File: config.mk
export PLATFORM = sky130hd
export DESIGN_NAME = pwm_unit
export DESIGN_NICKNAME = d
export VERILOG_FILES = /design/src/pwm_pkg.sv /design/src/pwm_timebase_if.sv /design/src/pwm_unit.sv /design/src/pwm_timebase_gen.sv
export VERILOG_INCLUDE_DIRS = /design/src /design/src/src
export SDC_FILE = /design/constraint.sdc
export NUM_CORES = 1
export LEC_CHECK = 0
export ABC_AREA = 1
export CAP_MARGIN = 40
export CORE_MARGIN = 2
export CORE_UTILIZATION = 30
export DETAILED_ROUTE_END_ITERATION = 16
export DONT_BUFFER_PORTS = 1
export HOLD_SLACK_MARGIN = 0.12
export PLACE_DENSITY = 0.47
export SLEW_MARGIN = 20
export SYNTH_ARGS = -nofsm -noshare
export SYNTH_HDL_FRONTEND = slang
export SYNTH_SLANG_ARGS = --single-unit
export TNS_END_PERCENT = 20
File: constraint.sdc
create_clock -name clk_sys -period 1.4 [get_ports clk_sys]
set_clock_uncertainty 0.1 [all_clocks]
set_input_delay 0.07 -clock clk_sys [delete_from_list [all_inputs] [get_ports clk_sys]]
set_output_delay 0.07 -clock clk_sys [all_outputs]
set_load 0.02 [all_outputs]
File: src/pwm_consts.svh
// Register map, field positions and reset values of the PWM unit.
// Assumes an 8-bit register port with a 4-bit word address.
`ifndef PWM_CONSTS_SVH
`define PWM_CONSTS_SVH

// Register addresses
`define ADDR_UNIT_CONTROL      4'h0
`define ADDR_DUTY_HIGH_BYTE    4'h1
`define ADDR_DUTY_SHADOW_BYTE  4'h2
`define ADDR_PERIOD_LIMIT      4'h3
`define ADDR_TIMER_CONTROL     4'h4
`define ADDR_TIMER_COUNT       4'h5
`define ADDR_MATCH_STATUS      4'h6
`define ADDR_PIN_DIRECTION     4'h7
`define ADDR_PIN_FUNCTION      4'h8

// Field positions
`define CTRL_DUTY_LSB_HI       5
`define CTRL_DUTY_LSB_LO       4
`define CTRL_MODE_HI           3
`define CTRL_MODE_LO           0
`define TCTL_POST_HI           6
`define TCTL_POST_LO           3
`define TCTL_RUN_BIT           2
`define TCTL_PRESC_HI          1
`define TCTL_PRESC_LO          0

// Mode and prescale encodings
`define MODE_PWM_MASK          4'hc
`define MODE_PWM_CODE          4'hc
`define PRESC_DIV1             2'h0
`define PRESC_DIV4             2'h1

// Reset values and counter last values
`define RST_BYTE               8'h00
`define RST_TIMER_CONTROL      7'h00
`define RST_PIN_DIRECTION      1'h1
`define PHASE_LAST             2'h3
`define PRESC_LAST             4'hf

`endif

File: src/pwm_pkg.sv
// Shared types of the PWM unit.
// Assumes nothing beyond a SystemVerilog compiler.
package pwm_pkg;
  typedef logic [3:0] reg_addr_t;
  typedef logic [7:0] reg_byte_t;
  typedef logic [9:0] time_base_t;
  typedef logic [1:0] prescale_sel_t;
endpackage : pwm_pkg

File: src/pwm_timebase_if.sv
// Link between the register side and the time base generator.
// Assumes both ends run on clk_sys.
`timescale 1ns/1ps
interface pwm_timebase_if;
  logic                  run;
  logic                  freeze;
  pwm_pkg::prescale_sel_t prescale_sel;
  logic                  tick;
  logic [1:0]            low_bits;

  modport ctrl (output run, output freeze, output prescale_sel, input tick, input low_bits);
  modport gen  (input run, input freeze, input prescale_sel, output tick, output low_bits);
endinterface : pwm_timebase_if

File: src/pwm_unit.sv
// PWM unit: register port, period timer, double-buffered duty and pin drive.
// Assumes a single 200 MHz clk_sys standing in for the oscillator, and a
// sleep request pin from outside the clock domain.
//
// Local design decisions: the register offsets and strobed register access.
`timescale 1ns/1ps
`include "pwm_consts.svh"

// Summary of operation
// - Duty is double-buffered in shadow byte plus two-bit latch, updated between periods.
// - Ten-bit time base is the timer count extended by two low bits.
// - At prescale 1:1 the low bits are oscillator phase, otherwise prescaler bits.
// - Pin goes low when the time base equals the buffered duty.
// - High time is duty times oscillator period times prescale factor.
// - Resolution is log2 of four times period plus one, ten bits at 255.
// - Duty beyond the period leaves the pin unchanged for the period.
// - Prescaler divides by 1, 4 or 16.
// - Sleep stops the timer and holds all state and pin level.
// - Reset restores register defaults and makes the pin an input.
// - After timer equals period: clear timer, set pin unless duty zero, load shadow.
// - Duty takes high eight bits from duty byte, low two from control.
// - Shadow byte is read-only while in PWM mode.
// - Period is period limit plus one times four times prescale; postscale unused.
module pwm_unit (
  input  wire logic               clk_sys,
  input  wire logic               arst_n,
  input  wire pwm_pkg::reg_addr_t reg_addr,
  input  wire pwm_pkg::reg_byte_t reg_wdata,
  input  wire logic               reg_wr,
  input  wire logic               reg_rd,
  output pwm_pkg::reg_byte_t      reg_rdata,
  input  wire logic               sleep_req,
  output logic                    pwm_output_pin,
  output logic                    pwm_output_pin_oe,
  output logic                    alt_pin_sel,
  output logic                    timer_match_flag
);
  // Software-visible registers
  pwm_pkg::reg_byte_t unit_control;
  pwm_pkg::reg_byte_t duty_high_byte;
  pwm_pkg::reg_byte_t duty_shadow_byte;
  pwm_pkg::reg_byte_t period_limit;
  logic [6:0]         period_timer_control;
  pwm_pkg::reg_byte_t period_timer_count;
  logic               pin_direction;

  // Internal state
  logic [1:0]         duty_latch;
  logic               pin_level;
  logic               sleep_meta;
  logic               sleep_sync;
  logic               first_cycle;
  logic               boundary_q;

  // Decoded controls
  logic               pwm_active;
  logic               rollover;
  logic               duty_match;
  logic               wr_count;
  logic [9:0]         duty_full;
  pwm_pkg::time_base_t time_base;
  pwm_pkg::time_base_t duty_buf;
  pwm_pkg::time_base_t period_end;

  pwm_timebase_if tb_link ();

  pwm_timebase_gen u_timebase (
    .clk_sys (clk_sys),
    .arst_n  (arst_n),
    .tb      (tb_link.gen)
  );

  // Sleep request crosses in from outside through two flip-flops
  always_ff @(posedge clk_sys or negedge arst_n)
  begin
    if (!arst_n)
    begin
      sleep_meta <= 1'b0;
      sleep_sync <= 1'b0;
    end
    else
    begin
      sleep_meta <= sleep_req;
      sleep_sync <= sleep_meta;
    end
  end

  // Controls towards the time base; postscale bits are stored but unused here
  assign tb_link.run          = period_timer_control[`TCTL_RUN_BIT];
  assign tb_link.freeze       = sleep_sync;
  assign tb_link.prescale_sel = period_timer_control[`TCTL_PRESC_HI:`TCTL_PRESC_LO];

  // Mode decode and compare terms
  assign pwm_active = (unit_control[`CTRL_MODE_HI:`CTRL_MODE_LO] & `MODE_PWM_MASK)
                      == `MODE_PWM_CODE;
  assign duty_full  = {duty_high_byte,
                       unit_control[`CTRL_DUTY_LSB_HI:`CTRL_DUTY_LSB_LO]};
  // Full ten bits of compare only exist when the period limit is 255
  assign time_base  = {period_timer_count, tb_link.low_bits};
  assign duty_buf   = {duty_shadow_byte, duty_latch};
  assign period_end = {period_limit, 2'h3};
  assign rollover   = tb_link.tick && period_timer_count == period_limit;
  assign duty_match = pwm_active && tb_link.run && time_base == duty_buf;
  assign wr_count   = reg_wr && reg_addr == `ADDR_TIMER_COUNT;

  // Control, duty byte, period, timer control and pin function registers
  always_ff @(posedge clk_sys or negedge arst_n)
  begin
    if (!arst_n)
    begin
      unit_control         <= `RST_BYTE;
      duty_high_byte       <= `RST_BYTE;
      period_limit         <= `RST_BYTE;
      period_timer_control <= `RST_TIMER_CONTROL;
      pin_direction        <= `RST_PIN_DIRECTION;
      alt_pin_sel          <= 1'b0;
    end
    else if (reg_wr)
    begin
      unique case (reg_addr)
        `ADDR_UNIT_CONTROL:   unit_control <= {2'h0, reg_wdata[5:0]};
        `ADDR_DUTY_HIGH_BYTE: duty_high_byte <= reg_wdata;
        `ADDR_PERIOD_LIMIT:   period_limit <= reg_wdata;
        `ADDR_TIMER_CONTROL:  period_timer_control <= reg_wdata[6:0];
        `ADDR_PIN_DIRECTION:  pin_direction <= reg_wdata[0];
        `ADDR_PIN_FUNCTION:   alt_pin_sel <= reg_wdata[0];
        default:              ;
      endcase
    end
  end

  // Period timer; a software write wins over the increment in the same cycle
  always_ff @(posedge clk_sys or negedge arst_n)
  begin
    if (!arst_n)
      period_timer_count <= `RST_BYTE;
    else if (wr_count)
      period_timer_count <= reg_wdata;
    else if (rollover)
      period_timer_count <= `RST_BYTE;
    else if (tb_link.tick)
      period_timer_count <= period_timer_count + 8'h01;
  end

  // Duty buffer: in PWM mode loaded only at the period boundary so no glitch reaches the pin
  always_ff @(posedge clk_sys or negedge arst_n)
  begin
    if (!arst_n)
    begin
      duty_shadow_byte <= `RST_BYTE;
      duty_latch       <= 2'h0;
    end
    else if (pwm_active && rollover)
    begin
      duty_shadow_byte <= duty_high_byte;
      duty_latch       <= duty_full[1:0];
    end
    else if (!pwm_active && reg_wr && reg_addr == `ADDR_DUTY_SHADOW_BYTE)
      duty_shadow_byte <= reg_wdata;
  end

  // Period start flag, one clock after the boundary tick; the clear is also
  // one clock after its match, so the high time is exactly the duty count
  always_ff @(posedge clk_sys or negedge arst_n)
  begin
    if (!arst_n)
      boundary_q <= 1'b0;
    else
      boundary_q <= pwm_active && rollover;
  end

  // Pin level: set at the period start, cleared on duty match; a duty beyond
  // the period never matches, so the level simply stands
  always_ff @(posedge clk_sys or negedge arst_n)
  begin
    if (!arst_n)
      pin_level <= 1'b0;
    else if (!pwm_active)
      pin_level <= 1'b0;
    else if (boundary_q)
      pin_level <= duty_buf != 10'h000;
    else if (duty_match)
      pin_level <= 1'b0;
  end

  // Match flag: hardware set wins over a software clear in the same cycle
  always_ff @(posedge clk_sys or negedge arst_n)
  begin
    if (!arst_n)
      timer_match_flag <= 1'b0;
    else if (rollover)
      timer_match_flag <= 1'b1;
    else if (reg_wr && reg_addr == `ADDR_MATCH_STATUS)
      timer_match_flag <= reg_wdata[0];
  end

  // Pin is driven only in PWM mode with the direction bit cleared
  assign pwm_output_pin    = pin_level;
  assign pwm_output_pin_oe = pwm_active && !pin_direction;

  // Read data appear in the cycle after the strobe; unmapped reads give zero
  always_ff @(posedge clk_sys or negedge arst_n)
  begin
    if (!arst_n)
      reg_rdata <= `RST_BYTE;
    else if (reg_rd)
    begin
      unique case (reg_addr)
        `ADDR_UNIT_CONTROL:     reg_rdata <= unit_control;
        `ADDR_DUTY_HIGH_BYTE:   reg_rdata <= duty_high_byte;
        `ADDR_DUTY_SHADOW_BYTE: reg_rdata <= duty_shadow_byte;
        `ADDR_PERIOD_LIMIT:     reg_rdata <= period_limit;
        `ADDR_TIMER_CONTROL:    reg_rdata <= {1'b0, period_timer_control};
        `ADDR_TIMER_COUNT:      reg_rdata <= period_timer_count;
        `ADDR_MATCH_STATUS:     reg_rdata <= {7'h00, timer_match_flag};
        `ADDR_PIN_DIRECTION:    reg_rdata <= {7'h00, pin_direction};
        `ADDR_PIN_FUNCTION:     reg_rdata <= {7'h00, alt_pin_sel};
        default:                reg_rdata <= `RST_BYTE;
      endcase
    end
  end

  // Helper for checking the state right after reset release
  always_ff @(posedge clk_sys or negedge arst_n)
  begin
    if (!arst_n)
      first_cycle <= 1'b1;
    else
      first_cycle <= 1'b0;
  end
endmodule : pwm_unit

File: src/pwm_timebase_gen.sv
// Oscillator phase counter and timer prescaler.
// Assumes run, freeze and prescale_sel come from clk_sys flip-flops.
`timescale 1ns/1ps
`include "pwm_consts.svh"
module pwm_timebase_gen (
  input  wire logic      clk_sys,
  input  wire logic      arst_n,
  pwm_timebase_if.gen    tb
);
  logic [1:0] phase;
  logic [3:0] presc;
  logic       step;

  // Phase and prescaler stop while frozen, so the time base resumes in place
  assign step = tb.run && !tb.freeze;

  // One oscillator phase per clock; four phases make one instruction cycle
  always_ff @(posedge clk_sys or negedge arst_n)
  begin
    if (!arst_n)
      phase <= 2'h0;
    else if (step)
      phase <= phase + 2'h1;
  end

  // Prescaler advances once per instruction cycle
  always_ff @(posedge clk_sys or negedge arst_n)
  begin
    if (!arst_n)
      presc <= 4'h0;
    else if (step && phase == `PHASE_LAST)
      presc <= presc + 4'h1;
  end

  // Timer increment and the two low time base bits per prescale ratio
  always_comb
  begin
    tb.tick     = 1'b0;
    tb.low_bits = phase;
    unique case (tb.prescale_sel)
      `PRESC_DIV1:
      begin
        tb.tick     = step && phase == `PHASE_LAST;
        tb.low_bits = phase;
      end
      `PRESC_DIV4:
      begin
        tb.tick     = step && phase == `PHASE_LAST && presc[1:0] == 2'h3;
        tb.low_bits = presc[1:0];
      end
      default:
      begin
        tb.tick     = step && phase == `PHASE_LAST && presc == `PRESC_LAST;
        tb.low_bits = presc[3:2];
      end
    endcase
  end
endmodule : pwm_timebase_gen

==> flow_summary.toml <==
[run_status]
violations = "hold timing, setup timing"
status = "complete, but fails checks"

[synth]
syn_nets = 525
synth_edf_count = 0
synth-seq-cells = 68
netlist_instances = 505
synth_cell_types = 36
ys_seq_area_share_pct = 44.8
synth_warnings = 0
async_reset_ff_share_pct = 100
syn_area_um2 = 3800
avgSynthCellArea_um2 = 7.53
synthFlopType = "dfrtp_1"

[power_and_ir_drop]
power.total_mw = 8.28
power.density_nw_per_um2 = 1600
leakage_nw = 2.61
peakVddDrop_mv = 0.664

[timing]
slew_headroom_pct = 68.7
fin_ws_ps = -197
setup_violations = 21
rsz0062_at_grt = "true"
fin_setup_tns_ps = -2240
tightest_slew_ps = 468
fin_crit_sh_pct = 114
hold_violations = 68
fmax_mhz = 626
min_period_ps = 1600
whs_ps = -675
drv_slew = 0

[place]
finalWeightedCongestion = 0.887
port_buffers = 0
hpwlAfterDp_um = 8740

[detailed_routing]
dr_total_vias = 3546
finalWirelength_um = 11900
drt-initial-drc-count = 279
drc = 0
avgViaCountPerCell = 4.65
post_drt_wl_per_cell_um = 15.6
dr.pass1.iters = 4
final_antenna_net_count = 0

[clock_tree]
htreeDepth = 3
clk_transition_reported_paths_ps = 60
numCtsBuffers = 9
cts_sinks = 68
postCtsHoldBufs = 17
cts_tree = "yes"
clk_latency_ps = 340
clockBufferDepth = 2
cts-root-buf = "clkbuf_16"

[setup_path]
rr_endpoint = "duty_shadow_byte[3]"
worstSetupStartpoint = "u_timebase.phase[0]"
cp-start-kind = "flip-flop"
ff2ff_path_depth = 8
reg2reg_slack_ps = -200
crit_fanout = 8
end_kind = "flip-flop"
r2r-start = "u_timebase.phase[0]"
required_ps = 1520
cp.arrival_ps = 1710
critPathKind = "reg2reg"
endpoint = "duty_shadow_byte[3]"

[floorplanning]
rows = 41
fp.dieW_um = 117
core_area_um2 = 12500
die_y_um = 117
initial_core_util_pct = 30.4
die-area_um2 = 13600
ios = 29

[cells_and_area]
syn2layout_area_growth_pct = 35.7
diodes = 0
fin_nets = 605
drive_gt1_share_pct = 26.9
fillers = 1302

[global_routing]
grt_antenna_before_repair = 0
grt_usage_pct = 18.7
grt.overflow.total = 0
grt_max_degree = 69
grt_pass1_wl_um = 19000
grt_pass1_vias = 3707

[min_path]
hp-class = "in2async"

[job]
maxCapViolations = 0
==> final cells by class <==
cell class / count / area [um2] / area share, %
multi-input combinational: 358 / 1970 / 38.1
sequential: 68 / 1710 / 33.1
timing repair buffer: 81 / 707 / 13.7
inverter: 67 / 260 / 5.04
clock buffer: 12 / 256 / 4.97
tap: 172 / 215 / 4.17
clock inverter: 4 / 47.5 / 0.921
==> worst max-delay path: stages, from the launching register on <==
cell	delay, ps
dfrtp_1	360
ha_2	200
nand3_4	80
nor2_4	140
nand2_4	110
nor2_4	120
nand3_4	160
nand3_2	150
nand3_2	70
==> logic make-up after synthesis <==
logic type | count (synthesis) | share of synthesized area, %
DFF | 68 | 44.8
xor gates and xnor gates | 12 | 2.76
buffers and inverters | 79 | 8.59
muxes | 3 | 0.855
AOI/OAI and AO/OA | 59 | 8.19
adders and majority gates | 3 | 0.987
and+or+nand+nor | 281 | 33.8
==> how the worst min path moves through the flow <==
stage | end | cells past startpoint | slack [ps]
final | duty_high_byte[1] | 0 | -680
after floorplan | alt_pin_sel | 0 | -330
after detailed placement | reg_rdata[1] | 0 | -320
after global placement | reg_rdata[0] | 0 | -320
after CTS | reg_rdata[4] | 0 | -680
after global routing | period_limit[1] | 0 | -690
==> power breakdown <==
part	switching (mW)	internal [mW]
Sequential	0.517	2.44
Clock	0.873	1.47
Combinational	1.59	1.40
==> synth_stat cells (all sizes together) (3+ instances only) <==
library cell / n / area, um2
ha: 3 / 37.5
o21ai: 44 / 220
xnor2: 4 / 35.0
nor3: 3 / 26.3
dfrtp: 67 / 1680
buf: 11 / 70.1
nor2: 31 / 168
xor2: 8 / 70.1
inv: 66 / 248
nand4: 17 / 106
nand3: 41 / 238
o22ai: 6 / 37.5
a21oi: 6 / 30.0
nand2: 185 / 722
==> layout by cell type, fill, tap and decap left out, drive strengths merged <==
cell	Yosys	layout
nand2	185	185
dfrtp	67	67
inv	66	66
buf	11	64
o21ai	44	44
nand3	41	41
nor2	31	31
nand4	17	17
dlygate4sd3	0	17
clkbuf	1	12
xor2	8	8
o22ai	6	6
a21oi	6	6
xnor2	4	4
clkinv	1	3
nor3	3	3
ha	3	3
mux2	2	2
nor4	2	2
o211ai	2	2
nor3b	1	1
mux2i	1	1
o2111ai	1	1
nand3b	1	1
bufinv	0	1
clkinvlp	0	1
dfstp	1	1
==> routing by layer <==
layer | share of wire [%] | track usage (%)
met5 | 0 | 0
met3 | 4.2 | 3.53
met4 | 1.9 | 7.22
met1 | 44 | 23.2
met2 | 50 | 32.3
==> sequential cells by signal, summed over array words and instances, names as in the netlist, 2 cells and up <==
signal and count:
unit_control 6, period_timer_count 8, reg_rdata 8, duty_shadow_byte 8, u_timebase.presc 4, u_timebase.phase 2
period_limit 8, duty_latch 2, duty_high_byte 8, period_timer_control 7
==> metrics by stage <==
stage                     setup WS [ps]  utilization, %  cell area, um2  instances
after CTS                          -129            40.5            5070        762
after detailed placement           -212            35.4            4430        725
after global routing               -281            41.2            5160        762
after floorplan                   -27.9               -            3810        505
after global placement             -213            35.4            4430        725
final                              -197            41.2            5160        762
==> what timing repair did <==
action,CTS,global route
resized for setup,42,23
endpoints found under the setup margin,22,35
pin swaps,6,6
hold endpoints to repair,125,68
cloned,1,0
setup buffers,3,0
(Power assumes the default switching activity.)
